**src/dmr_defines.svh**
```systemverilog
`ifndef DMR_DEFINES_SVH
`define DMR_DEFINES_SVH

// register offsets of the result pairs; the low register follows its high one
`define DMR_OUT2_POS_RESULT_HIGH_ADDR     8'h66
`define DMR_OUT2_POS_RESULT_LOW_ID_ADDR   8'h67
`define DMR_OUT2_NEG_RESULT_HIGH_ADDR     8'h68
`define DMR_OUT2_NEG_RESULT_LOW_ID_ADDR   8'h69
`define DMR_TEMPERATURE_RESULT_HIGH_ADDR  8'h6A
`define DMR_TEMPERATURE_RESULT_LOW_ID_ADDR 8'h6B
`define DMR_MICBIAS_LOAD_RESULT_HIGH_ADDR 8'h6C
`define DMR_MICBIAS_LOAD_RESULT_LOW_ID_ADDR 8'h6D
`define DMR_ANALOG_SUPPLY_RESULT_HIGH_ADDR 8'h6E
`define DMR_ANALOG_SUPPLY_RESULT_LOW_ID_ADDR 8'h6F
`define DMR_GP_ANALOG_RESULT_HIGH_ADDR    8'h70
`define DMR_GP_ANALOG_RESULT_LOW_ID_ADDR  8'h71

// source identifiers held in bits 3..0 of each low register
`define DMR_ID_OUT2_POS                   4'h8
`define DMR_ID_OUT2_NEG                   4'h9
`define DMR_ID_TEMPERATURE                4'hA
`define DMR_ID_MICBIAS_LOAD               4'hB
`define DMR_ID_ANALOG_SUPPLY              4'hC
`define DMR_ID_GP_ANALOG                  4'hD

// field layout
`define DMR_HIGH_MSB                      11
`define DMR_HIGH_LSB                      4
`define DMR_LOW_MSB                       3
`define DMR_LOW_LSB                       0
`define DMR_FIELD_NIBBLE_MSB              7
`define DMR_FIELD_NIBBLE_LSB              4
`define DMR_FIELD_ID_MSB                  3
`define DMR_FIELD_ID_LSB                  0

// reset values
`define DMR_RESULT_RESET                  12'h000
`define DMR_RDATA_RESET                   8'h00
`define DMR_UNMAPPED_RDATA                8'h00

`endif

```
**src/dmr_pkg.sv**
```systemverilog
`default_nettype none
package dmr_pkg;

  typedef logic [11:0] dmr_result_t;
  typedef logic [7:0]  dmr_byte_t;
  typedef logic [3:0]  dmr_id_t;
  typedef logic [7:0]  dmr_addr_t;

  // monitored quantities in address order
  typedef enum logic [2:0]
  {
    DMR_CH_OUT2_POS,
    DMR_CH_OUT2_NEG,
    DMR_CH_TEMPERATURE,
    DMR_CH_MICBIAS_LOAD,
    DMR_CH_ANALOG_SUPPLY,
    DMR_CH_GP_ANALOG
  } dmr_channel_e;

  localparam int unsigned DMR_NUM_CH = 6;

endpackage
`default_nettype wire

```
**src/dmr_result_regs.sv**
```systemverilog
`timescale 1ns/100ps
`default_nettype none
`include "dmr_defines.svh"

module dmr_result_regs
(
  input  wire logic             clk_i,
  input  wire logic             rst_b_i,
  input  wire logic             result_valid_i,
  input  wire logic [3:0]       result_source_id_i,
  input  wire logic [11:0]      result_data_i,
  input  wire logic             freeze_monitor_results_i,
  input  wire logic             reg_rd_en_i,
  input  wire logic             reg_wr_en_i,
  input  wire logic [7:0]       reg_addr_i,
  output logic      [7:0]       reg_rd_data_o,
  output logic                  reg_rd_valid_o,
  output logic                  reg_addr_hit_o,
  output logic                  reg_wr_ack_o,
  output logic                  result_dropped_o
);

  dmr_pkg::dmr_result_t  out2_pos_result_reg;
  dmr_pkg::dmr_result_t  out2_neg_result_reg;
  dmr_pkg::dmr_result_t  temperature_result_reg;
  dmr_pkg::dmr_result_t  micbias_load_result_reg;
  dmr_pkg::dmr_result_t  analog_supply_result_reg;
  dmr_pkg::dmr_result_t  gp_analog_result_reg;
  logic                  rd_data_valid_reg;
  dmr_pkg::dmr_byte_t    rd_data_reg;
  logic                  wr_ack_reg;
  logic                  dropped_reg;

  logic                  src_hit;
  dmr_pkg::dmr_channel_e src_ch;
  logic                  addr_hit;
  dmr_pkg::dmr_channel_e addr_ch;
  dmr_pkg::dmr_addr_t    scan_addr;
  logic                  result_accept;
  logic                  result_refused;
  logic [5:0]            load_en;
  dmr_pkg::dmr_result_t  stored_word;
  dmr_pkg::dmr_byte_t    rd_data_next;

  // source identifier of a channel
  function automatic dmr_pkg::dmr_id_t ch_id(input dmr_pkg::dmr_channel_e ch);
    dmr_pkg::dmr_id_t id;
    id = `DMR_ID_OUT2_POS;
    unique case (ch)
      dmr_pkg::DMR_CH_OUT2_POS:      id = `DMR_ID_OUT2_POS;
      dmr_pkg::DMR_CH_OUT2_NEG:      id = `DMR_ID_OUT2_NEG;
      dmr_pkg::DMR_CH_TEMPERATURE:   id = `DMR_ID_TEMPERATURE;
      dmr_pkg::DMR_CH_MICBIAS_LOAD:  id = `DMR_ID_MICBIAS_LOAD;
      dmr_pkg::DMR_CH_ANALOG_SUPPLY: id = `DMR_ID_ANALOG_SUPPLY;
      dmr_pkg::DMR_CH_GP_ANALOG:     id = `DMR_ID_GP_ANALOG;
      default:                       id = `DMR_ID_OUT2_POS;
    endcase
    return id;
  endfunction

  // offset of a channel's high register
  function automatic dmr_pkg::dmr_addr_t ch_high_addr(input dmr_pkg::dmr_channel_e ch);
    dmr_pkg::dmr_addr_t a;
    a = `DMR_OUT2_POS_RESULT_HIGH_ADDR;
    unique case (ch)
      dmr_pkg::DMR_CH_OUT2_POS:      a = `DMR_OUT2_POS_RESULT_HIGH_ADDR;
      dmr_pkg::DMR_CH_OUT2_NEG:      a = `DMR_OUT2_NEG_RESULT_HIGH_ADDR;
      dmr_pkg::DMR_CH_TEMPERATURE:   a = `DMR_TEMPERATURE_RESULT_HIGH_ADDR;
      dmr_pkg::DMR_CH_MICBIAS_LOAD:  a = `DMR_MICBIAS_LOAD_RESULT_HIGH_ADDR;
      dmr_pkg::DMR_CH_ANALOG_SUPPLY: a = `DMR_ANALOG_SUPPLY_RESULT_HIGH_ADDR;
      dmr_pkg::DMR_CH_GP_ANALOG:     a = `DMR_GP_ANALOG_RESULT_HIGH_ADDR;
      default:                       a = `DMR_OUT2_POS_RESULT_HIGH_ADDR;
    endcase
    return a;
  endfunction

  // high register view: upper eight bits of the stored word
  function automatic dmr_pkg::dmr_byte_t high_byte(input dmr_pkg::dmr_result_t word);
    return word[`DMR_HIGH_MSB:`DMR_HIGH_LSB];
  endfunction

  // low register view: lowest nibble above the fixed source identifier
  function automatic dmr_pkg::dmr_byte_t low_byte(input dmr_pkg::dmr_result_t word,
                                                  input dmr_pkg::dmr_id_t     id);
    dmr_pkg::dmr_byte_t b;
    b = `DMR_UNMAPPED_RDATA;
    b[`DMR_FIELD_NIBBLE_MSB:`DMR_FIELD_NIBBLE_LSB] = word[`DMR_LOW_MSB:`DMR_LOW_LSB];
    b[`DMR_FIELD_ID_MSB:`DMR_FIELD_ID_LSB]         = id;
    return b;
  endfunction

  // match the incoming source identifier and the bus address against the channels
  always_comb
  begin
    src_hit  = 1'b0;
    src_ch   = dmr_pkg::DMR_CH_OUT2_POS;
    addr_hit = 1'b0;
    addr_ch  = dmr_pkg::DMR_CH_OUT2_POS;
    scan_addr = `DMR_OUT2_POS_RESULT_HIGH_ADDR;
    for (int i = 0; i < dmr_pkg::DMR_NUM_CH; i++)
    begin
      scan_addr = ch_high_addr(dmr_pkg::dmr_channel_e'(i[2:0]));
      if (result_source_id_i == ch_id(dmr_pkg::dmr_channel_e'(i[2:0])))
      begin
        src_hit = 1'b1;
        src_ch  = dmr_pkg::dmr_channel_e'(i[2:0]);
      end
      // a pair shares every address bit but the lowest
      if (reg_addr_i[7:1] == scan_addr[7:1])
      begin
        addr_hit = 1'b1;
        addr_ch  = dmr_pkg::dmr_channel_e'(i[2:0]);
      end
    end
  end

  // a result is taken only for a known source while updates are not frozen
  assign result_accept  = result_valid_i && src_hit && !freeze_monitor_results_i;
  assign result_refused = result_valid_i && src_hit && freeze_monitor_results_i;

  // one load enable per channel, so a word lands in exactly one place
  always_comb
  begin
    load_en = 6'h00;
    if (result_accept)
    begin
      load_en[src_ch] = 1'b1;
    end
  end

  // output 2 plus: whole word loaded at once, so both halves always hold one conversion
  always_ff @(posedge clk_i or negedge rst_b_i)
  begin
    if (!rst_b_i)
    begin
      out2_pos_result_reg <= `DMR_RESULT_RESET;
    end
    else if (load_en[dmr_pkg::DMR_CH_OUT2_POS])
    begin
      out2_pos_result_reg <= result_data_i;
    end
  end

  // output 2 minus
  always_ff @(posedge clk_i or negedge rst_b_i)
  begin
    if (!rst_b_i)
    begin
      out2_neg_result_reg <= `DMR_RESULT_RESET;
    end
    else if (load_en[dmr_pkg::DMR_CH_OUT2_NEG])
    begin
      out2_neg_result_reg <= result_data_i;
    end
  end

  // temperature
  always_ff @(posedge clk_i or negedge rst_b_i)
  begin
    if (!rst_b_i)
    begin
      temperature_result_reg <= `DMR_RESULT_RESET;
    end
    else if (load_en[dmr_pkg::DMR_CH_TEMPERATURE])
    begin
      temperature_result_reg <= result_data_i;
    end
  end

  // mic-bias load
  always_ff @(posedge clk_i or negedge rst_b_i)
  begin
    if (!rst_b_i)
    begin
      micbias_load_result_reg <= `DMR_RESULT_RESET;
    end
    else if (load_en[dmr_pkg::DMR_CH_MICBIAS_LOAD])
    begin
      micbias_load_result_reg <= result_data_i;
    end
  end

  // analog supply
  always_ff @(posedge clk_i or negedge rst_b_i)
  begin
    if (!rst_b_i)
    begin
      analog_supply_result_reg <= `DMR_RESULT_RESET;
    end
    else if (load_en[dmr_pkg::DMR_CH_ANALOG_SUPPLY])
    begin
      analog_supply_result_reg <= result_data_i;
    end
  end

  // general-purpose analog input
  always_ff @(posedge clk_i or negedge rst_b_i)
  begin
    if (!rst_b_i)
    begin
      gp_analog_result_reg <= `DMR_RESULT_RESET;
    end
    else if (load_en[dmr_pkg::DMR_CH_GP_ANALOG])
    begin
      gp_analog_result_reg <= result_data_i;
    end
  end

  // stored word of the addressed pair
  always_comb
  begin
    stored_word = `DMR_RESULT_RESET;
    unique case (addr_ch)
      dmr_pkg::DMR_CH_OUT2_POS:      stored_word = out2_pos_result_reg;
      dmr_pkg::DMR_CH_OUT2_NEG:      stored_word = out2_neg_result_reg;
      dmr_pkg::DMR_CH_TEMPERATURE:   stored_word = temperature_result_reg;
      dmr_pkg::DMR_CH_MICBIAS_LOAD:  stored_word = micbias_load_result_reg;
      dmr_pkg::DMR_CH_ANALOG_SUPPLY: stored_word = analog_supply_result_reg;
      dmr_pkg::DMR_CH_GP_ANALOG:     stored_word = gp_analog_result_reg;
      default:                       stored_word = `DMR_RESULT_RESET;
    endcase
  end

  // read mux: high byte, or low nibble above the fixed identifier
  always_comb
  begin
    rd_data_next = `DMR_UNMAPPED_RDATA;
    if (addr_hit)
    begin
      if (reg_addr_i[0])
      begin
        rd_data_next = low_byte(stored_word, ch_id(addr_ch));
      end
      else
      begin
        rd_data_next = high_byte(stored_word);
      end
    end
  end

  // flags a conversion discarded because results are frozen; nothing is queued
  always_ff @(posedge clk_i or negedge rst_b_i)
  begin
    if (!rst_b_i)
    begin
      dropped_reg <= 1'b0;
    end
    else
    begin
      dropped_reg <= result_refused;
    end
  end

  // read data holds until the next read; reading changes no stored state
  always_ff @(posedge clk_i or negedge rst_b_i)
  begin
    if (!rst_b_i)
    begin
      rd_data_reg <= `DMR_RDATA_RESET;
    end
    else if (reg_rd_en_i)
    begin
      rd_data_reg <= rd_data_next;
    end
  end

  // read valid follows every read strobe by one cycle
  always_ff @(posedge clk_i or negedge rst_b_i)
  begin
    if (!rst_b_i)
    begin
      rd_data_valid_reg <= 1'b0;
    end
    else
    begin
      rd_data_valid_reg <= reg_rd_en_i;
    end
  end

  // writes are only acknowledged; a read in the same cycle takes precedence
  always_ff @(posedge clk_i or negedge rst_b_i)
  begin
    if (!rst_b_i)
    begin
      wr_ack_reg <= 1'b0;
    end
    else
    begin
      wr_ack_reg <= reg_wr_en_i && !reg_rd_en_i;
    end
  end

  assign reg_rd_data_o    = rd_data_reg;
  assign reg_rd_valid_o   = rd_data_valid_reg;
  assign reg_addr_hit_o   = addr_hit;
  assign reg_wr_ack_o     = wr_ack_reg;
  assign result_dropped_o = dropped_reg;

endmodule

`default_nettype wire

```
**config.mk**
```make
export PLATFORM = sky130hd
export DESIGN_NAME = dmr_result_regs
export DESIGN_NICKNAME = d
export VERILOG_FILES = /design/src/dmr_pkg.sv /design/src/dmr_result_regs.sv
export VERILOG_INCLUDE_DIRS = /design/src
export SDC_FILE = /design/constraint.sdc
export NUM_CORES = 1
export LEC_CHECK = 0
export BUFFER_PORTS_ARGS = -buffer_cell sky130_fd_sc_hd__buf_2
export CORE_MARGIN = 1.5
export CORE_UTILIZATION = 63
export CTS_CLUSTER_SIZE = 40
export DETAILED_ROUTE_END_ITERATION = 10
export PLACE_DENSITY = 0.87
export SKIP_CTS_REPAIR_TIMING = 1
export SYNTH_ARGS = -nofsm -noshare
export SYNTH_HDL_FRONTEND = slang
export SYNTH_SLANG_ARGS = --single-unit
```
**constraint.sdc**
```tcl
create_clock -name clk_i -period 3.4 [get_ports clk_i]
set_clock_uncertainty 0.2 [all_clocks]
set_input_delay 0.17 -clock clk_i [delete_from_list [all_inputs] [get_ports clk_i]]
set_output_delay 0.17 -clock clk_i [all_outputs]
set_load 0.005 [all_outputs]
```
Word level (Yosys, flattened, before mapping)
Cells that the tools add are included.

Register bits after elaboration: 83. Latch bits: 0. Memory bits (writable): 0. Bits in read-only memories: 0. Bits of input ports: 30. Output and inout port bits: 12. Logic and storage cells: 66. Memories: 0.

$add $sub $neg: 0. Multiply operators: 0. Div/mod/pow operators: 0. Order comparisons: 2. Eq/ne operators: 17. Shifts and indexed selects: 0. Muxes and demuxes: 29. Bitwise operators: 0. Reduce and logical (&&, ||, !) cells: 8.

Operator list (number): case mux 12 bit (6 select lines) (1); equality test 7 x 6 -> 1 bit, second input constant (6); equality test 4 bit, second input constant (6); two-way mux 8 bit (2); two-way mux 1 bit (15); case mux 3 bit (5 select lines) (1); two-way mux 3 bit (4); two-way mux 2 bit (4); equality test 3 x 2 -> 1 bit, second input constant (2); equality test 3 bit, second input constant (2); two-way mux 6 bit (1); logical AND 1 bit (5); < comparator 3 x 4 -> 1 bit, second input constant (1); demux 1 bit (select 3 bit) (1); equality test 3 x 1 -> 1 bit, second input constant (1); greater-or-equal comparator 3 x 1 -> 1 bit, second input constant (1); zero test 3 bit (1); zero test 1 bit (2).

Depth between registers and ports, before layout
Gate-level depths: netlist of the first run.

Depth in word-level cells: 11. Mapped depth: 7. Mapped depth without buffers: 5.

Worst setup path before layout of the first run
OpenSTA, ideal clock, no wires.

Path kind: input to register. Start: input port reg_addr_i[1]. End: register rd_data_reg[5] (netlist: reg_rd_data_o[5]). Arrival: 1447 ps. Data required time: 3068 ps. Setup slack: 1621 ps. Stages on the path: 6. Buffers on the path: 2. Cells stage by stage: buf_6 -> buf_6 -> mux4_2 -> a221o_1 -> a21oi_1 -> a211oi_1.

Cells in the longest elaborated chain, start to end: 10. Elaborated cells on any way between the ends: 26. Those cells by class: 11 x eq/ne; 14 x mux; 1 x reduce/logical.

Ends and longest elaborated chain: from (decl) (line dmr_result_regs.sv:15) `input wire logic [7:0] reg_addr_i,`; equality test 7 x 6 -> 1 bit (line dmr_result_regs.sv:109) `if (reg_addr_i[7:1] == scan_addr[7:1])`; two-way mux 1 bit (line dmr_result_regs.sv:109); two-way mux 2 bit (2 in series) (line dmr_result_regs.sv:109); two-way mux 3 bit (2 in series) (line dmr_result_regs.sv:109); equality test 3 bit, or another cell as far along (line dmr_result_regs.sv:213) `unique case (addr_ch)`; case mux 12 bit (6 select lines) (line dmr_result_regs.sv:213); two-way mux 8 bit (line dmr_result_regs.sv:230) `if (reg_addr_i[0])`; two-way mux 8 bit (*) (line dmr_result_regs.sv:228) `if (addr_hit)`; to (signal assigned) (line dmr_result_regs.sv:259) `` rd_data_reg <= `DMR_RDATA_RESET; ``; to (signal assigned) (line dmr_result_regs.sv:263) `rd_data_reg <= rd_data_next;`; to (decl) (line dmr_result_regs.sv:30) `dmr_pkg::dmr_byte_t rd_data_reg;`.

Every way passes the cells marked *; elsewhere a longest branch is shown, timed or not. A chain may end at the register's enable or synchronous reset.

Worst setup path after layout of the first run
Start: input port result_source_id_i[2]. End: register temperature_result_reg[10].

Cells in the longest elaborated chain, start to end: 11. Elaborated cells on any way between the ends: 25. Those cells by class: 2 x order compare; 6 x eq/ne; 14 x mux; 3 x reduce/logical.

Ends and longest elaborated chain: from (decl) (line dmr_result_regs.sv:10) `input wire logic [3:0] result_source_id_i,`; equality test 4 bit (line dmr_result_regs.sv:103) `if (result_source_id_i == ch_id(dmr_pkg::dmr_channel_e'(i[2:0])))`; two-way mux 1 bit (line dmr_result_regs.sv:103); two-way mux 2 bit (2 in series) (line dmr_result_regs.sv:103); two-way mux 3 bit (2 in series) (line dmr_result_regs.sv:103); < comparator 3 x 4 -> 1 bit (implied by the code) or greater-or-equal comparator 3 x 1 -> 1 bit (tied branches) (line dmr_result_regs.sv:127) `load_en[src_ch] = 1'b1;`; logical AND 1 bit (implied by the code) (line dmr_result_regs.sv:127); two-way mux 1 bit (implied by the code) (line dmr_result_regs.sv:127); demux 1 bit (select 3 bit) (line dmr_result_regs.sv:127); two-way mux 6 bit (*) (line dmr_result_regs.sv:125) `if (result_accept)`; to (signal assigned) (line dmr_result_regs.sv:162) `` temperature_result_reg <= `DMR_RESULT_RESET; ``; to (signal assigned) (line dmr_result_regs.sv:166) `temperature_result_reg <= result_data_i;`; to (decl) (line dmr_result_regs.sv:25) `dmr_pkg::dmr_result_t temperature_result_reg;`.

Marks and branches as above.

==> results of run 1 <==
## per-stage QoR
step / hold WS [ps] / utilization / power, W / worst slack, ps
6_report: 154 / 0.757 / 0.00235 / 985
5_1_grt: 186 / 0.757 / 0.00245 / 935
4_1_cts: -180 / 0.728 / 0.00234 / 1560
3_5_place_dp: 195 / 0.692 / 0.00160 / 1210
3_3_place_gp: 167 / 0.692 / 0.00157 / 1270
2_1_floorplan: -326 / - / 0.00148 / 1620
## logic make-up (layout without fill, tap and decap cells)
family / count (synthesis) / after routing / synth area share
buffers and inverters: 19 / 80 / 0.0277
AO/OA/AOI/OAI: 39 / 39 / 0.0782
flip-flops: 83 / 83 / 0.541
multiplexers: 84 / 84 / 0.290
AND/OR/NAND/NOR: 40 / 40 / 0.0606
XOR/XNOR: 1 / 1 / 0.00228
## cells in the final DEF (no fill, tap or decap), types with 3 or more instances in the layout
cell / synthesis / final
nor2_1: 5 / 5
o32ai_1: 3 / 3
a21oi_1: 11 / 11
dlygate4sd3_1: 0 / 17
inv_1: 4 / 4
dfrtp_1: 83 / 83
mux4_1: 9 / 9
clkbuf_8: 0 / 12
o22ai_1: 3 / 3
buf_2: 4 / 40
mux4_2: 3 / 3
nand2b_1: 7 / 7
a211oi_1: 3 / 3
nand2_1: 12 / 12
nor2b_1: 5 / 5
buf_4: 0 / 3
mux2_2: 70 / 70
a221o_1: 10 / 10
## final cells by class
type                    instances  area (um2)  share of cell area
well taps                      75        93.8              0.0211
inverters                       4        15.0             0.00337
repair buffers                 60         393              0.0882
clock buffers                  12         165              0.0371
multi-input cells             164        1660               0.373
clock inverters                 4        47.5              0.0107
flip-flops and latches         83        2080               0.466
## power breakdown
| group | internal [W] | total [W] | switching, W | leakage [nW] |
|---|---|---|---|---|
| Clock | 0.000397 | 0.000746 | 0.000349 | 0.108 |
| Sequential | 0.00116 | 0.00124 | 0.0000878 | 1.07 |
| Combinational | 0.000220 | 0.000360 | 0.000139 | 0.935 |
## routing by layer
metal / track usage / vias to the layer above
met5: 0 / -
met4: 0.124 / 0
met3: 0.0596 / 24
met2: 0.423 / 106
met1: 0.359 / 1286
li1: - / 1114
## cell usage after synthesis
master,count,area share
a22oi_1,2,0.0039
o22ai_1,3,0.0049
nand3b_1,1,0.0020
nand4b_1,1,0.0023
and2b_1,1,0.0020
inv_1,4,0.0039
and3b_1,1,0.0023
buf_2,4,0.0052
nor2_1,5,0.0049
mux2_2,70,0.21
a21bo_2,1,0.0026
nand2_1,12,0.012
o21a_1,1,0.0020
xor2_1,1,0.0023
o21ai_2,1,0.0023
clkbuf_1,3,0.0029
buf_1,4,0.0039
nand2b_1,7,0.011
nand4_1,1,0.0016
nor2b_1,5,0.0081
a311oi_1,1,0.0023
a211oi_2,1,0.0033
and2_1,1,0.0016
buf_6,4,0.012
a221o_1,10,0.026
o2bb2ai_1,1,0.0023
and2_4,1,0.0023
a31oi_1,1,0.0016
nor4b_4,1,0.0062
nand3_1,2,0.0026
dfrtp_1,83,0.54
mux4_1,9,0.062
o32ai_1,3,0.0068
nor4_1,1,0.0016
a211oi_1,3,0.0059
mux4_2,3,0.018
mux2_1,2,0.0059
a21oi_1,11,0.014
## how the worst max path moves through the flow
stage	startpoint	cells past startpoint	slack, ps	to
floorplan	reg_addr_i[1]	6	1620	reg_rd_data_o[5]
detailed placement	result_source_id_i[3]	4	1210	temperature_result_reg[0]
global route	result_source_id_i[2]	5	940	temperature_result_reg[6]
finish	result_source_id_i[2]	5	990	temperature_result_reg[10]
CTS	result_source_id_i[3]	4	1560	temperature_result_reg[10]
global placement	reg_addr_i[1]	6	1270	reg_rd_data_o[4]
## worst reg2reg max path: cells and delay by family (launching register included)
family	cells	cell delay (ps)
multiplexers	1	520
AO/OA/AOI/OAI	3	610
flip-flops	1	390
==> flow_summary.json, run 1 <==
{
  "cts_tree": "yes",
  "reg2reg_slack_ps": 1570,
  "final_cells": 402,
  "fin_area_um2": 4450,
  "crit_path_top_delay_cell": "nand4b_1",
  "final-max-slew-violation-count": 0,
  "cp-end-kind": "register",
  "firstDrtPassIters": 4,
  "highest_layer": "met4",
  "syn_avg_cell_area_um2": 14.4,
  "wl_per_cell_um": 20.8,
  "cts.path.max_buffers": 2,
  "holdPathStages": 4,
  "dp.cells": 369,
  "dr_wl_met3_um": 590,
  "p_per_area_nw_per_um2": 527,
  "hold_start": "reg_addr_i[7]",
  "wl_met2_um": 4010,
  "ant_nets": 0,
  "drt_iter0_markers": 198,
  "routed_via_density": 6.29,
  "numPortBuffers": 41,
  "finalSetupViolCount": 0,
  "cts-root-buf": "clkbuf_8",
  "rows": 28,
  "r2r-start": "temperature_result_reg[4]",
  "insertion_delay_ps": 350,
  "timing.setup.tns_ps": 0,
  "finalWirelength_um": 8370,
  "rsz0062_at_grt": "no",
  "maxCapViolations": 0,
  "place_area_um2": 4070,
  "hold_violations": 0,
  "gr-total-overflow": 0,
  "r2r-end": "reg_rd_data_o[0]",
  "clk_pin_slew_ps": 80,
  "vias": 2530,
  "critical_path_class": "in2reg",
  "path_delay_family": "simple AND/OR/NAND/NOR gates",
  "die_h_um": 81.1,
  "layout_min_cycle_time_ps": 2410,
  "grt_max_degree": 84,
  "slowest_delay_ps": 780,
  "arrival_ps": 2440,
  "cts_buffers": 9,
  "ys_seq_area_frac": 0.541,
  "path_cells": "dlygate4sd3_1 > buf_2 > nor2b_1 > nand4b_1 > mux2_2",
  "htreeDepth": 3,
  "required_ps": 3430,
  "grt_usage": 0.269,
  "cts_sinks": 83,
  "area_growth_pct": 16.0,
  "crit_buf_inv": 2,
  "worst_pin_slew_ps": 1030,
  "gp_congestion": 0.788,
  "wl_met1_um": 3530,
  "crit_path_start_kind": "input port",
  "final_layout_size_suffix_gt1_frac": 0.422,
  "ys_seq_elements": 83,
  "dp_hpwl_um": 5100,
  "dieArea_um2": 6570,
  "nFillCells": 362,
  "critPathMaxFanout": 12,
  "p_leak_nw": 2.11,
  "layout.nets": 352,
  "start_util": 0.652,
  "grt_pass1_vias": 2511,
  "synth_cells": 266,
  "hp-class": "in2reg",
  "die_w_um": 81.1,
  "status": "finished, final reports clean",
  "reg2regPathDepth": 4,
  "antenna_found_initial": 0,
  "synth.distinct_cells": 38,
  "ir_drop_uv": 330,
  "max_freq_mhz": 414,
  "synth_nets": 296,
  "synth_area_um2": 3840,
  "drc": 0,
  "whs_endpoint": "reg_rd_data_o[4]",
  "core_area_um2": 5890,
  "relSlewSlack": 0.315,
  "num_io_pins": 42,
  "grt_pass1_wl_um": 12800,
  "final.period_utilization": 0.710,
  "num_antenna_cells": 0,
  "yosysWarnings": 0
}
Note: power is estimated with default switching activity, not from simulation.
==> run 2: changes to the inputs <==
ABC_AREA = 1   (was default)
CORE_UTILIZATION = 53   (was 63)
PLACE_DENSITY = 0.78   (was 0.87)
clock period = 2.1 ns   (was 3.4 ns; I/O delays follow)
==> run 2 against run 1 <==
Against the previous run:
- flip-flop and latch count stayed put
- global-route usage is 0.21 points higher
- combinational power is 39% higher
- die area is 20% higher
- critical path depth is 2 higher
- count of clock-buffer cells in the layout is 2 lower
- critical endpoint is now out2_neg_result_reg[7]
==> flow_summary.json, run 2 <==
{
  "die_h_um": 88.7,
  "synth_cells": 485,
  "dieArea_um2": 7870,
  "layout_min_cycle_time_ps": 1560,
  "timing.setup.tns_ps": 0,
  "area_growth_pct": 20.3,
  "drc": 0,
  "crit_path_start_kind": "input port",
  "critPathMaxFanout": 24,
  "required_ps": 2140,
  "synth_flop_cell": "dfrtp_1",
  "final_cells": 650,
  "drt_iter0_markers": 384,
  "grt_max_degree": 43,
  "synth_edf_count": 0,
  "synthTopCellsByCount": "nand2_1, dfrtp_1, o21ai_0",
  "htreeDepth": 3,
  "final_layout_size_suffix_gt1_frac": 0.145,
  "cts_buffers": 9,
  "grt_usage": 0.271,
  "max_freq_mhz": 640,
  "insertion_delay_ps": 360,
  "yosysWarnings": 0,
  "dp_hpwl_um": 6310,
  "core_area_um2": 7180,
  "final-max-slew-violation-count": 0,
  "num_io_pins": 42,
  "finalWirelength_um": 9830,
  "synth.most_common_cell": "nand2_1",
  "grt_pass1_vias": 3209,
  "mostFrequentLayoutCells": "nand2_1, dfrtp_1, o21ai_0, nand3_1, inv_1",
  "cts_tree": "yes",
  "synth_area_um2": 3890,
  "synth_area_leaders": "dfrtp_1, nand2_1, o21ai_0",
  "synth_top_area_share": 0.533,
  "cts-root-buf": "clkbuf_8",
  "arrival_ps": 1600,
  "worst_pin_slew_ps": 559,
  "hp-class": "in2reg",
  "num_antenna_cells": 0,
  "numPortBuffers": 41,
  "ir_drop_uv": 425,
  "clk_pin_slew_ps": 80,
  "final.period_utilization": 0.745,
  "critical_path_class": "in2reg",
  "antenna_found_initial": 0,
  "rsz0062_at_grt": "no",
  "ys_seq_area_frac": 0.533,
  "grt_pass1_wl_um": 15900,
  "async_reset_ff_frac": 1.00,
  "status": "finished, final reports clean",
  "p_per_area_nw_per_um2": 841,
  "gp_congestion": 0.864,
  "die_w_um": 88.7,
  "p_leak_nw": 2.37,
  "rows": 31,
  "relSlewSlack": 0.627,
  "layout.nets": 577,
  "routed_via_density": 5.50,
  "cts.path.max_buffers": 2,
  "fin_total_pwr_w": 0.00394,
  "firstDrtPassIters": 6,
  "gr-total-overflow": 0,
  "yosys.area.top_type": "dfrtp_1",
  "syn_avg_cell_area_um2": 8.03,
  "maxCapViolations": 0,
  "vias": 3575,
  "dp.cells": 618,
  "cts_sinks": 83,
  "wl_per_cell_um": 15.1,
  "cp-end-kind": "register",
  "ant_nets": 0,
  "start_util": 0.543,
  "nFillCells": 597,
  "layout_commonest_cell": "nand2_1",
  "hold_violations": 0,
  "synth_nets": 515,
  "ys_seq_elements": 83,
  "finalSetupViolCount": 0,
  "synth.distinct_cells": 23
}
-- run 2: cell types whose count changed after synthesis, sizes merged, moves of 7 or more --
cell	previous run	this run
mux4	12	0
a221o	10	0
nand3	2	64
nand2	12	106
mux2	72	0
nor2	5	49
nand2b	7	0
a21oi	11	18
o21ai	1	71
inv	4	58
-- run 2: critical path, cell delays in order --
cell           delay [ps]
dlygate4sd3_1         530
buf_2                 140
nor2_4                140
inv_2                 100
nor4_4                140
buf_4                 310
o21ai_0               120
-- run 2: final timing paths --
path	slack, ps	start	to	depth (start not counted)
max	540	freeze_monitor_results_i	out2_neg_result_reg[7]	7
min	60	reg_addr_i[0]	reg_rd_data_o[7]	6
max reg2reg	840	out2_neg_result_reg[6]	reg_rd_data_o[2]	6
min reg2reg	280	reg_rd_data_o[1]	reg_rd_data_o[1]	2
max in group asynchronous	1010	rst_b_i	out2_pos_result_reg[9]	3
min in group asynchronous	80	rst_b_i	micbias_load_result_reg[0]	2
-- run 2: cells by family (layout without fill, tap and decap cells) --
group                  after synthesis  in the layout  synth area share
and+or+nand+nor                    231            231             0.263
AOI/OAI and AO/OA                   91             91             0.118
DFF                                 83             83             0.533
buffers and inverters               80            146            0.0855
-- run 2: metrics by stage --
step / setup slack [ps] / hold WS (ps) / utilization / area [um2]
after global placement: 367 / -82.8 / 0.592 / 4250
after detailed placement: 320 / -71.8 / 0.592 / 4250
after CTS: 655 / -459 / 0.629 / 4510
after floorplan: 652 / -391 / - / 3890
after global routing: 419 / 91.2 / 0.653 / 4680
final: 536 / 55.5 / 0.653 / 4680
-- run 2: layout make-up --
| type | instances | area, um2 | area share |
|---|---|---|---|
| multi-input combinational | 322 | 1490 | 0.317 |
| clock buffer | 10 | 138 | 0.0294 |
| timing repair buffer | 73 | 515 | 0.110 |
| inverter | 58 | 218 | 0.0465 |
| tap | 99 | 124 | 0.0264 |
| sequential | 83 | 2080 | 0.443 |
| clock inverter | 5 | 125 | 0.0267 |
-- run 2: report_power, final --
| group | switching (W) | internal (W) | leakage, nW |
|---|---|---|---|
| sequential | 0.000119 | 0.00183 | 1.04 |
| clock | 0.000560 | 0.000934 | 0.132 |
| combinational | 0.000297 | 0.000202 | 1.20 |
| total | 0.000976 | 0.00296 | 2.37 |
-- run 2: routing by layer --
| metal | GRT usage | wire, um | up-vias | part of all wire |
|---|---|---|---|---|
| met2 | 0.410 | 4490 | 193 | 0.46 |
| met1 | 0.392 | 4310 | 1670 | 0.44 |
| met3 | 0.0485 | 782 | 24 | 0.080 |
| met4 | 0.102 | 246 | 0 | 0.025 |
| met5 | 0 | 0 | - | 0 |
| li1 | - | - | 1688 | - |
